$ cat src/cter_pkg.sv
// Package of constants, state codes and carrier structs for the charger thermal event block.
package cter_pkg;

  // ****************************************
  // Register offsets
  // ****************************************
  localparam logic [7:0] ADDR_STATUS = 8'h00;
  localparam logic [7:0] ADDR_CTRL1 = 8'h01;
  localparam logic [7:0] ADDR_CTRL2 = 8'h02;
  localparam logic [7:0] ADDR_CHG_CUR = 8'h03;
  localparam logic [7:0] ADDR_NTC_SET1 = 8'h04;
  localparam logic [7:0] ADDR_NTC_SET2 = 8'h05;
  localparam logic [7:0] ADDR_STAT_EVT = 8'h06;
  localparam logic [7:0] ADDR_CHG_EVT1 = 8'h07;
  localparam logic [7:0] ADDR_CHG_EVT2 = 8'h08;
  localparam logic [7:0] ADDR_BST_EVT = 8'h09;
  localparam logic [7:0] ADDR_STATE_EVENT_MASK_REG = 8'h0a;
  localparam logic [7:0] ADDR_CHG_MSK1 = 8'h0b;
  localparam logic [7:0] ADDR_CHG_MSK2 = 8'h0c;
  localparam logic [7:0] ADDR_BOOST_EVENT_MASK_REG = 8'h0d;
  localparam logic [7:0] ADDR_INPUT_SNS = 8'h0e;
  localparam logic [7:0] ADDR_BATT_SNS = 8'h0f;
  localparam logic [7:0] ADDR_TEMPERATURE_SENSE_REG = 8'h10;

  // ****************************************
  // Field positions
  // ****************************************
  localparam int CTRL1_CHARGE_ENABLE_BIT = 0;
  localparam int CTRL1_FOLDBACK = 1;
  localparam int CTRL1_EXT_TEMP = 2;
  localparam int CTRL1_THERMISTOR_CHECK_ENABLE = 3;
  localparam int CTRL1_INT_MASK = 4;
  localparam int CTRL2_TRANS_EN = 0;
  localparam int STAT_FAULT_SUM = 7;
  localparam int STAT_STATUS_SUM = 6;
  localparam int STAT_NTC_PRES = 5;
  localparam int STAT_SW_PRES = 4;
  localparam int EVT1_BATT_RMV = 0;
  localparam int EVT1_DIE_WARN = 1;
  localparam int EVT1_DIE_M1 = 2;
  localparam int EVT1_DIE_M2 = 3;
  localparam int EVT1_NTC_CROSS = 4;
  localparam int EVT1_NTC_GONE = 5;
  localparam int EVT1_DIE_SD = 6;
  localparam int EVTS_STATE_CHG = 0;

  // ****************************************
  // Reset values and charge current scale
  // ****************************************
  localparam logic [7:0] CTRL1_RST = 8'h09;
  localparam logic [7:0] CTRL2_RST = 8'h01;
  localparam logic [7:0] CHG_CUR_RST = 8'h04;
  localparam logic [7:0] NTC_SET1_RST = 8'h00;
  localparam logic [7:0] NTC_SET2_RST = 8'h00;
  localparam logic [7:0] MSK_RST = 8'h00;
  localparam logic [3:0] CUR_MIN_CODE = 4'h0;
  localparam logic [3:0] CUR_FOLD_STEPS = 4'h2;

  // ****************************************
  // Timing
  // ****************************************
  localparam int CLK_HZ = 50_000_000;
  localparam int DEBOUNCE_US = 10;
  localparam int DEBOUNCE_CYC = (DEBOUNCE_US * (CLK_HZ / 1_000_000));
  localparam int PULSE_US = 100;
  localparam int PULSE_CYC = (PULSE_US * (CLK_HZ / 1_000_000));

  typedef enum logic [2:0] {
    ST_OFF = 3'b000,
    ST_CONFIG = 3'b001,
    ST_WAIT = 3'b010,
    ST_ACTIVE = 3'b011,
    ST_DONE = 3'b100,
    ST_FAULT = 3'b101,
    ST_WEAK_WAIT = 3'b110,
    ST_DISABLED = 3'b111
  } chg_state_e;

  // Raw comparator outputs from the analog front end.
  typedef struct packed {
    logic vin_uv_ok;
    logic vin_ov;
    logic bat_present;
    logic charge_done;
    logic die_warn;
    logic die_m1;
    logic die_m2;
    logic die_sd;
    logic ntc_cold;
    logic ntc_chilly;
    logic ntc_warm;
    logic ntc_hot;
    logic ntc_removed;
    logic ntc_grounded;
    logic sw_detect;
  } comp_s;

  // Charge control outputs toward the power stage.
  typedef struct packed {
    logic charge_on;
    logic reduced_mode;
    logic [3:0] current_code;
    logic [3:0] voltage_code;
    logic trans_on;
  } chg_ctl_s;

endpackage

$ cat src/cter_debounce.sv
// Per-bit debounce filter whose stable outputs come from registers.
`timescale 1ns/100ps
`default_nettype none
module cter_debounce #(
  parameter int WIDTH = 15,
  parameter int COUNT = 500
) (
  input wire logic i_core_clk, // System clock.
  input wire logic i_rst, // Asynchronous reset, active high.
  input wire logic [WIDTH-1:0] i_raw, // Raw comparator levels.
  output logic [WIDTH-1:0] o_stable // Debounced levels.
);

  localparam int CW = $clog2(COUNT + 1);

  // One counter per bit; a level must hold COUNT cycles before it is accepted.
  genvar g;
  generate
    for (g = 0; g < WIDTH; g++) begin : g_bit
      logic [CW-1:0] cnt_r;
      always_ff @(posedge i_core_clk or posedge i_rst) begin
        if (i_rst) begin
          cnt_r <= '0;
          o_stable[g] <= 1'b0;
        end else if (i_raw[g] == o_stable[g]) begin
          cnt_r <= '0;
        end else if (cnt_r == CW'(COUNT - 1)) begin
          cnt_r <= '0;
          o_stable[g] <= i_raw[g];
        end else begin
          cnt_r <= cnt_r + 1'b1;
        end
      end
    end
  endgenerate

endmodule
`default_nettype wire

$ cat src/cter_core.sv
// Charger thermal supervision, charge state tracking and event reporting.
//
// Strobed register access and the register offsets were left to the implementer.
`timescale 1ns/100ps
`default_nettype none
module cter_core
  import cter_pkg::*;
#(
  parameter int DEBOUNCE_CYCLES = DEBOUNCE_CYC,
  parameter int PULSE_CYCLES = PULSE_CYC
) (
  input wire logic i_core_clk, // System clock, 50 MHz.
  input wire logic i_rst, // Asynchronous reset, active high.
  input wire logic [7:0] i_addr, // Register address.
  input wire logic [7:0] i_wdata, // Register write data.
  input wire logic i_wr, // Write strobe.
  input wire logic i_rd, // Read strobe.
  output logic [7:0] o_rdata, // Read data, valid one cycle after i_rd.
  input wire comp_s i_comp, // Raw comparator outputs.
  input wire logic [7:0] i_boost_evt, // Boost event pulses from boost logic.
  output chg_ctl_s o_ctl, // Charge control toward power stage.
  output logic o_flag, // Status interrupt pin level.
  output chg_state_e o_state // Current charge state code.
);

  // ****************************************
  // Debounce
  // ****************************************
  comp_s comp_db;
  cter_debounce #(
    .WIDTH($bits(comp_s)),
    .COUNT(DEBOUNCE_CYCLES)
  ) u_db (
    .i_core_clk(i_core_clk),
    .i_rst(i_rst),
    .i_raw(i_comp),
    .o_stable(comp_db)
  );

  // ****************************************
  // Control registers
  // ****************************************
  logic [7:0] ctrl1_r, ctrl2_r, chg_cur_r, ntc_set1_r, ntc_set2_r;
  logic [7:0] state_event_mask_reg_r, chg_msk1_r, chg_msk2_r, boost_event_mask_reg_r;

  always_ff @(posedge i_core_clk or posedge i_rst) begin
    if (i_rst) begin
      ctrl1_r <= CTRL1_RST;
      ctrl2_r <= CTRL2_RST;
      chg_cur_r <= CHG_CUR_RST;
      ntc_set1_r <= NTC_SET1_RST;
      ntc_set2_r <= NTC_SET2_RST;
      state_event_mask_reg_r <= MSK_RST;
      chg_msk1_r <= MSK_RST;
      chg_msk2_r <= MSK_RST;
      boost_event_mask_reg_r <= MSK_RST;
    end else if (i_wr) begin
      case (i_addr)
        ADDR_CTRL1: ctrl1_r <= i_wdata;
        ADDR_CTRL2: ctrl2_r <= i_wdata;
        ADDR_CHG_CUR: chg_cur_r <= i_wdata;
        ADDR_NTC_SET1: ntc_set1_r <= i_wdata;
        ADDR_NTC_SET2: ntc_set2_r <= i_wdata;
        ADDR_STATE_EVENT_MASK_REG: state_event_mask_reg_r <= i_wdata;
        ADDR_CHG_MSK1: chg_msk1_r <= i_wdata;
        ADDR_CHG_MSK2: chg_msk2_r <= i_wdata;
        ADDR_BOOST_EVENT_MASK_REG: boost_event_mask_reg_r <= i_wdata;
        default: ;
      endcase
    end
  end

  logic chg_enable, foldback_en, ext_scheme, ntc_check_en, global_mask;
  assign chg_enable = ctrl1_r[CTRL1_CHARGE_ENABLE_BIT];
  assign foldback_en = ctrl1_r[CTRL1_FOLDBACK];
  assign ext_scheme = ctrl1_r[CTRL1_EXT_TEMP];
  assign ntc_check_en = ctrl1_r[CTRL1_THERMISTOR_CHECK_ENABLE];
  assign global_mask = ctrl1_r[CTRL1_INT_MASK];

  // ****************************************
  // Battery temperature window
  // ****************************************
  // The comparator bits say the voltage is beyond each threshold: cold, chilly
  // are cold-side flags, warm, hot are hot-side flags.
  logic ntc_monitor, ntc_gone, out_of_temp, reduced_band;
  assign ntc_monitor = !comp_db.ntc_grounded;
  assign ntc_gone = ntc_monitor && ntc_check_en && comp_db.ntc_removed;

  always_comb begin
    out_of_temp = 1'b0;
    reduced_band = 1'b0;
    if (ntc_monitor) begin
      if (!ext_scheme) begin
        out_of_temp = comp_db.ntc_cold || comp_db.ntc_warm;
      end else begin
        out_of_temp = comp_db.ntc_cold || comp_db.ntc_hot;
        reduced_band = comp_db.ntc_chilly || comp_db.ntc_warm;
      end
    end
  end

  // ****************************************
  // Charge state machine
  // ****************************************
  chg_state_e state_r, state_nxt;
  logic ntc_present_r, sw_present_r;

  always_comb begin
    state_nxt = state_r;
    case (state_r)
      ST_OFF: if (comp_db.vin_uv_ok && !comp_db.vin_ov) state_nxt = ST_CONFIG;
      ST_CONFIG: state_nxt = ST_WAIT;
      ST_WAIT: begin
        if (!chg_enable) state_nxt = ST_DISABLED;
        else if (comp_db.bat_present && !out_of_temp && !ntc_gone) state_nxt = ST_ACTIVE;
      end
      ST_ACTIVE: begin
        if (comp_db.die_sd) state_nxt = ST_FAULT;
        else if (ntc_gone) state_nxt = ST_FAULT;
        else if (!chg_enable) state_nxt = ST_DISABLED;
        else if (out_of_temp) state_nxt = ST_WAIT;
        else if (comp_db.charge_done) state_nxt = ST_DONE;
      end
      ST_DONE: if (!chg_enable) state_nxt = ST_DISABLED;
      ST_FAULT: if (ntc_gone && sw_present_r) state_nxt = ST_WEAK_WAIT;
      ST_WEAK_WAIT: if (!ntc_gone && comp_db.bat_present) state_nxt = ST_WAIT;
      ST_DISABLED: if (chg_enable) state_nxt = ST_WAIT;
      default: state_nxt = ST_OFF;
    endcase
    if (state_r != ST_OFF && (!comp_db.vin_uv_ok || comp_db.vin_ov)) state_nxt = ST_OFF;
  end

  always_ff @(posedge i_core_clk or posedge i_rst) begin
    if (i_rst) begin
      state_r <= ST_OFF;
    end else begin
      state_r <= state_nxt;
    end
  end

  always_ff @(posedge i_core_clk or posedge i_rst) begin
    if (i_rst) begin
      ntc_present_r <= 1'b0;
      sw_present_r <= 1'b0;
    end else if (state_r == ST_CONFIG) begin
      ntc_present_r <= !comp_db.ntc_grounded;
      sw_present_r <= comp_db.sw_detect;
    end
  end

  logic presence_valid;
  assign presence_valid = (state_r != ST_OFF) && (state_r != ST_CONFIG);

  // ****************************************
  // Die temperature foldback
  // ****************************************
  logic [3:0] fold_cur_r;
  logic fold_active_r;
  logic die_m1_rise, die_m2_rise;
  logic [3:0] prog_cur;
  assign prog_cur = chg_cur_r[3:0];

  always_ff @(posedge i_core_clk or posedge i_rst) begin
    if (i_rst) begin
      fold_active_r <= 1'b0;
      fold_cur_r <= CUR_MIN_CODE;
    end else if (!foldback_en) begin
      fold_active_r <= 1'b0;
    end else if (!comp_db.die_warn) begin
      fold_active_r <= 1'b0;
    end else if (die_m2_rise) begin
      fold_active_r <= 1'b1;
      fold_cur_r <= CUR_MIN_CODE;
    end else if (die_m1_rise) begin
      fold_active_r <= 1'b1;
      fold_cur_r <= (prog_cur > CUR_FOLD_STEPS) ? prog_cur - CUR_FOLD_STEPS : CUR_MIN_CODE;
    end
  end

  // ****************************************
  // Charge control outputs
  // ****************************************
  always_ff @(posedge i_core_clk or posedge i_rst) begin
    if (i_rst) begin
      o_ctl <= '0;
    end else begin
      o_ctl.charge_on <= (state_r == ST_ACTIVE) && !comp_db.die_sd && !ntc_gone;
      o_ctl.reduced_mode <= reduced_band;
      if (reduced_band) begin
        o_ctl.current_code <= ntc_set1_r[3:0];
        o_ctl.voltage_code <= ntc_set1_r[7:4];
      end else begin
        o_ctl.current_code <= fold_active_r ? fold_cur_r : prog_cur;
        o_ctl.voltage_code <= chg_cur_r[7:4];
      end
      o_ctl.trans_on <= comp_db.vin_uv_ok && !comp_db.vin_ov && ctrl2_r[CTRL2_TRANS_EN];
    end
  end
  assign o_state = state_r;

  // ****************************************
  // Event detection
  // ****************************************
  comp_s comp_q;
  always_ff @(posedge i_core_clk or posedge i_rst) begin
    if (i_rst) begin
      comp_q <= '0;
    end else begin
      comp_q <= comp_db;
    end
  end

  logic ntc_cross, state_change;
  assign die_m1_rise = comp_db.die_m1 && !comp_q.die_m1;
  assign die_m2_rise = comp_db.die_m2 && !comp_q.die_m2;
  assign ntc_cross = ntc_monitor && (
    (comp_db.ntc_cold ^ comp_q.ntc_cold) || (comp_db.ntc_chilly ^ comp_q.ntc_chilly) ||
    (comp_db.ntc_warm ^ comp_q.ntc_warm) || (comp_db.ntc_hot ^ comp_q.ntc_hot));
  assign state_change = state_nxt != state_r;

  logic [7:0] set_stat, set_chg1, set_chg2;
  always_comb begin
    set_stat = '0;
    set_chg1 = '0;
    set_chg2 = '0;
    set_stat[EVTS_STATE_CHG] = state_change;
    set_chg1[EVT1_DIE_WARN] = comp_db.die_warn && !comp_q.die_warn;
    set_chg1[EVT1_DIE_M1] = foldback_en && die_m1_rise;
    set_chg1[EVT1_DIE_M2] = foldback_en && die_m2_rise;
    set_chg1[EVT1_NTC_CROSS] = ntc_cross;
    set_chg1[EVT1_NTC_GONE] = ntc_gone && !(comp_q.ntc_removed && ntc_check_en);
    set_chg1[EVT1_DIE_SD] = comp_db.die_sd && !comp_q.die_sd;
    set_chg1[EVT1_BATT_RMV] = (state_r == ST_ACTIVE) && (state_nxt == ST_FAULT) && ntc_gone;
  end

  // ****************************************
  // Read-to-clear event registers
  // ****************************************
  logic [7:0] evt_r [4];
  logic [7:0] set_all [4];
  logic [7:0] msk_all [4];
  logic [7:0] addr_all [4];
  assign set_all = '{set_stat, set_chg1, set_chg2, i_boost_evt};
  assign msk_all = '{state_event_mask_reg_r, chg_msk1_r, chg_msk2_r, boost_event_mask_reg_r};
  assign addr_all = '{ADDR_STAT_EVT, ADDR_CHG_EVT1, ADDR_CHG_EVT2, ADDR_BST_EVT};

  logic [3:0] new_evt;
  genvar gi;
  generate
    for (gi = 0; gi < 4; gi++) begin : g_evt
      always_ff @(posedge i_core_clk or posedge i_rst) begin
        if (i_rst) begin
          evt_r[gi] <= '0;
        end else if (i_rd && i_addr == addr_all[gi]) begin
          evt_r[gi] <= set_all[gi];
        end else begin
          evt_r[gi] <= evt_r[gi] | set_all[gi];
        end
      end
      assign new_evt[gi] = |(set_all[gi] & ~msk_all[gi]);
    end
  endgenerate

  logic pending;
  assign pending = |{evt_r[0], evt_r[1], evt_r[2], evt_r[3]};

  // ****************************************
  // Status pin pulse
  // ****************************************
  // A pulse is armed once per burst; it re-arms only after every event
  // register has been read empty, so a busy host sees a single edge.
  localparam int PW = $clog2(PULSE_CYCLES + 1);
  logic [PW-1:0] pulse_cnt_r;
  logic armed_r;
  logic fire;
  assign fire = armed_r && !global_mask && (|new_evt);

  always_ff @(posedge i_core_clk or posedge i_rst) begin
    if (i_rst) begin
      armed_r <= 1'b1;
    end else if (fire) begin
      armed_r <= 1'b0;
    end else if (!pending) begin
      armed_r <= 1'b1;
    end
  end

  always_ff @(posedge i_core_clk or posedge i_rst) begin
    if (i_rst) begin
      pulse_cnt_r <= '0;
    end else if (fire) begin
      pulse_cnt_r <= PW'(PULSE_CYCLES);
    end else if (pulse_cnt_r != '0) begin
      pulse_cnt_r <= pulse_cnt_r - 1'b1;
    end
  end

  logic rest_low;
  assign rest_low = (state_r == ST_ACTIVE) || (state_r == ST_WAIT);
  always_ff @(posedge i_core_clk or posedge i_rst) begin
    if (i_rst) begin
      o_flag <= 1'b1;
    end else begin
      o_flag <= (!rest_low) ^ (pulse_cnt_r != '0);
    end
  end

  // ****************************************
  // Register read
  // ****************************************
  logic [7:0] status_val, temp_val;
  always_comb begin
    status_val = '0;
    status_val[2:0] = state_r;
    status_val[STAT_NTC_PRES] = presence_valid && ntc_present_r;
    status_val[STAT_SW_PRES] = presence_valid && sw_present_r;
    status_val[STAT_STATUS_SUM] = |evt_r[0];
    status_val[STAT_FAULT_SUM] = |{evt_r[1], evt_r[2], evt_r[3]};
    // die warm sense bit
    // Sense bits bypass the filter so the host sees the comparators as they are now.
    temp_val = {1'b0, i_comp.die_warn, i_comp.ntc_removed, i_comp.ntc_grounded,
                i_comp.ntc_hot, i_comp.ntc_warm, i_comp.ntc_chilly, i_comp.ntc_cold};
  end

  always_ff @(posedge i_core_clk or posedge i_rst) begin
    if (i_rst) begin
      o_rdata <= '0;
    end else if (i_rd) begin
      case (i_addr)
        ADDR_STATUS: o_rdata <= status_val;
        ADDR_CTRL1: o_rdata <= ctrl1_r;
        ADDR_CTRL2: o_rdata <= ctrl2_r;
        ADDR_CHG_CUR: o_rdata <= chg_cur_r;
        ADDR_NTC_SET1: o_rdata <= ntc_set1_r;
        ADDR_NTC_SET2: o_rdata <= ntc_set2_r;
        ADDR_STAT_EVT: o_rdata <= evt_r[0];
        ADDR_CHG_EVT1: o_rdata <= evt_r[1];
        ADDR_CHG_EVT2: o_rdata <= evt_r[2];
        ADDR_BST_EVT: o_rdata <= evt_r[3];
        ADDR_STATE_EVENT_MASK_REG: o_rdata <= state_event_mask_reg_r;
        ADDR_CHG_MSK1: o_rdata <= chg_msk1_r;
        ADDR_CHG_MSK2: o_rdata <= chg_msk2_r;
        ADDR_BOOST_EVENT_MASK_REG: o_rdata <= boost_event_mask_reg_r;
        ADDR_INPUT_SNS: o_rdata <= {6'h00, i_comp.vin_ov, i_comp.vin_uv_ok};
        ADDR_BATT_SNS: o_rdata <= {6'h00, i_comp.charge_done, i_comp.bat_present};
        ADDR_TEMPERATURE_SENSE_REG: o_rdata <= temp_val;
        default: o_rdata <= 8'h00;
      endcase
    end else begin
      o_rdata <= 8'h00;
    end
  end

endmodule
`default_nettype wire

$ cat config.mk
export PLATFORM = sky130hd
export DESIGN_NAME = cter_core
export DESIGN_NICKNAME = d
export VERILOG_FILES = /design/src/cter_pkg.sv /design/src/cter_debounce.sv /design/src/cter_core.sv
export SDC_FILE = /design/constraint.sdc
export NUM_CORES = 1
export LEC_CHECK = 0
export BUFFER_PORTS_ARGS = -buffer_cell sky130_fd_sc_hd__buf_2
export CORE_ASPECT_RATIO = 0.6
export CORE_UTILIZATION = 61
export CTS_BUF_LIST = sky130_fd_sc_hd__clkbuf_4 sky130_fd_sc_hd__clkbuf_8
export DETAILED_ROUTE_END_ITERATION = 6
export GPL_TIMING_DRIVEN = 0
export PLACE_DENSITY = 0.79
export SYNTH_ARGS = -nofsm -noshare
export SYNTH_HDL_FRONTEND = slang
export SYNTH_SLANG_ARGS = --single-unit
$ cat constraint.sdc
create_clock -name i_core_clk -period 14.55 [get_ports i_core_clk]
set_input_delay 1.455 -clock i_core_clk [delete_from_list [all_inputs] [get_ports i_core_clk]]
set_output_delay 1.455 -clock i_core_clk [all_outputs]
set_load 0.02 [all_outputs]
==> flow_metrics.env <==
export IMPL_synth_warnings=0
export IMPL_ff2ff_path_depth=8
export IMPL_critPathKind="in2reg"
export IMPL_r2r_end="pulse_cnt_r[12]"
export IMPL_p_leak_nw=6.99
export IMPL_antenna_found_initial=0
export IMPL_drtIter0Drc=973
export IMPL_top_usage_layer="met1"
export IMPL_start_kind="primary input"
export IMPL_stdcell_count=1702
export IMPL_grt_use_total_pct=29.5
export IMPL_hp_class="reg2reg"
export IMPL_cp_slowest_cell="nor3_1"
export IMPL_cts_root_buf="clkbuf_8"
export IMPL_worst_endpoint_arrival_ns=3.99
export IMPL_postRouteAntennaNets=0
export IMPL_cts_buffers=43
export IMPL_reg2reg_from="ctrl1_r[3]"
export IMPL_cts_sinks=291
export IMPL_cp_max_fo=8
export IMPL_grtUsageMet3_pct=10.1
export IMPL_hold_viol=0
export IMPL_maxCapViolCount=0
export IMPL_io_pins=66
export IMPL_synth_area_leader_cell="dfrtp_1"
export IMPL_synth_flop_cell="dfrtp_1"
export IMPL_synthDistinctLibCells=70
export IMPL_overflow=0
export IMPL_grt_use_met2_pct=40.4
export IMPL_setup_viol=0
export IMPL_async_reset_ff_share_pct=100
export IMPL_r2r_setup_slack_ns=11.86
export IMPL_yosysTopAreaCellShare_pct=52.6
export IMPL_cp_top_family="simple AND/OR/NAND/NOR gates"
export IMPL_synth_seq_cells=291
export IMPL_routedWlPerCell_um=19.0
export IMPL_synthCells=1281
export IMPL_worstPathCellList="buf_2, nor4_1, nand3_1, nor3_1, nand2_1, mux2_2"
export IMPL_totalWireLength_um=32300
export IMPL_crit_buf_inv=1
export IMPL_clk_pin_slew_ns=0.06
export IMPL_synth_edf_count=0
export IMPL_hpwlAfterDp_um=22900
export IMPL_nets=1450
export IMPL_hold_end="evt_r[21]"
export IMPL_use_met1_pct=44.5
export IMPL_initial_core_util_pct=63.3
export IMPL_min_from="comp_q[2]"
export IMPL_holdWs_ns=0.455
export IMPL_synthesis_nets=1341
export IMPL_dr_pass1_iters=7
export IMPL_skew_ns=0.0334
export IMPL_post_cts_buffers=0
export IMPL_design_area_sq_um=15200
export IMPL_rsz0062_at_grt="false"
export IMPL_grt_max_degree=111
export IMPL_grt_pass1_vias=10004
export IMPL_die_height_um=117
export IMPL_clk_path_buf_depth=3
export IMPL_place_gp_congestion=1.03
export IMPL_slowest_delay_ns=0.67
export IMPL_ctsResizeCount=0
export IMPL_powerDensity_nw_per_um2=113
export IMPL_finalCritPeriodShare_pct=24.2
export IMPL_viasPerCell=5.93
export IMPL_fin_tns_setup_ns=0
export IMPL_critPathCaptureType="flop"
export IMPL_clk_latency_ns=0.59
export IMPL_layout_drive_gt1_share_pct=18.8
export IMPL_period_needed_ns=3.53
export IMPL_outcome="finished, final reports clean"
export IMPL_n_antenna_cell=0
export IMPL_die_area_sq_um=22800
export IMPL_relSlewSlack_pct=24.2
export IMPL_grt_pass1_wl_um=52500
export IMPL_ctsHtreeMaxLevel=2
export IMPL_place_area_sq_um=14300
export IMPL_utilization_pct=71.0
export IMPL_core_area_sq_um=21400
export IMPL_num_vias=10089
export IMPL_ys_seq_area_share_pct=53.8
export IMPL_ir_worst_vdd_uv=78.0
export IMPL_io_buffer_count=62
export IMPL_cp_data_required_time_ns=15.01
export IMPL_postSynthAreaPerCell_sq_um=10.6
export IMPL_row_count=41
export IMPL_worst_slew_pin_transition_ns=1.13
export IMPL_die_w_um=194
export IMPL_areaGrowthSynthToFinish_pct=12.2
export IMPL_dpl_cell_count=1624
export IMPL_synthTopCellsByArea="dfrtp_1 (53%), mux2_2 (7.6%), xnor2_1 (6.4%), nor2_1 (6.0%), nand2_1 (2.9%)"
export IMPL_cts_tree="yes"
export IMPL_drc_errors=0
export IMPL_holdPathStages=1
export IMPL_synth_area_sq_um=13500
export IMPL_finalMaxSlewViolations=0
export IMPL_holdBufCountCts=0
export IMPL_fmax_mhz=283
==> registers in the layout (all words and copies together), names as in the netlist <==
register                flops
u_db.g_bit.cnt_r          135
evt_r                      16
u_db.o_stable              15
pulse_cnt_r                13
o_ctl                      11
comp_q                      9
boost_event_mask_reg_r      8
chg_cur_r                   8
chg_msk1_r                  8
chg_msk2_r                  8
ctrl1_r                     8
ctrl2_r                     8
ntc_set1_r                  8
ntc_set2_r                  8
o_rdata                     8
state_event_mask_reg_r      8
fold_cur_r                  4
o_state                     3
armed_r                     1
fold_active_r               1
ntc_present_r               1
o_flag                      1
sw_present_r                1
==> routing by layer <==
metal | vias to the layer above | part of all wire (%)
li1 | 4613 | -
met1 | 4936 | 47
met2 | 475 | 40
met3 | 65 | 11
met4 | 0 | 1.9
met5 | - | 0
==> Yosys cell counts, drive strengths merged, types with 19 or more instances <==
cell and number:
nor4 26, o21ai 19, dfrtp 285, xnor2 99
clkbuf 23, nand4 27, mux2 93, nor2 216
nand3 64, nand2b 28, nand2 106, xor2 36
inv 40, a21oi 27
==> stage by stage <==
step / setup WS [ns] / total power, mW
2_1_floorplan: 5.07 / 0.974
3_3_place_gp: 2.10 / 1.01
3_5_place_dp: 10.63 / 1.02
4_1_cts: 11.23 / 1.72
5_1_grt: 11.03 / 1.78
6_report: 11.02 / 1.71
==> where the power goes <==
part / switching (mW) / internal [mW] / leakage, nW
Combinational: 0.0798 / 0.0515 / 2.61
Sequential: 0.0341 / 0.844 / 3.89
Clock: 0.323 / 0.382 / 0.485
Total: 0.436 / 1.28 / 6.99
==> worst register-to-register path: cells and delay by family (launching register included) <==
family	cells	cell delay, ns
buffers and inverters	1	0.18
and+or+nand+nor	3	0.88
DFF	1	0.59
AOI/OAI and AO/OA	4	0.91
==> cell usage in the layout (no fill, tap or decap), types with 3 or more instances in the layout <==
cell type   synthesis  routed
dfrtp_1           285     285
nor2_1            216     216
nand2_1           105     105
xnor2_1            99      99
mux2_2             92      92
buf_2               8      70
nand3_1            61      61
clkbuf_8            0      57
inv_1              40      39
xor2_1             36      36
nand2b_1           27      27
nand4_1            27      27
a21oi_1            27      27
nor4_1             26      26
clkbuf_1           23      23
o21ai_0            18      18
ha_1               17      17
nor3_1             14      14
mux2i_1            14      14
and2_1             13      13
clkbuf_4            0      12
and3_1             10      10
nor2b_1             7       7
a22oi_1             7       7
o22ai_1             7       7
a211oi_1            6       6
a31oi_1             6       6
a32oi_1             6       6
a221oi_1            6       6
dfstp_2             6       6
o211ai_1            5       5
buf_1               5       5
a22o_1              5       5
nand3b_1            5       5
a21o_1              5       5
clkinv_2            0       5
clkinvlp_4          0       4
or3_1               3       3
nand3_2             3       3
==> kinds of logic after synthesis <==
logic type	synth area share, %
xor+xnor	8.73
flops	53.8
compound gates	5.89
buf+inv	2.40
fa+ha+maj	1.57
mux	8.96
simple gates	18.6
==> worst max-delay path by stage <==
stage               slack [ns]  depth (start not counted)                         to      start
floorplan                 5.07                          1  boost_event_mask_reg_r[0]      i_rst
global placement          2.10                          2     u_db.g_bit[2].cnt_r[4]      i_rst
detailed placement       10.63                          6              chg_msk1_r[2]  i_addr[4]
CTS                      11.23                          6              chg_msk1_r[3]  i_addr[4]
global route             11.03                          6               chg_cur_r[4]  i_addr[4]
finish                   11.02                          6               chg_cur_r[5]  i_addr[4]
==> layout make-up <==
class	count	area (sq um)
multi-input combinational	911	5930
buffer	39	175
fill	1540	6190
clock buffer	69	875
timing repair buffer	64	365
tap	279	349
clock inverter	9	55.1
sequential	291	7290
inverter	40	158
(Power assumes the default switching activity.)
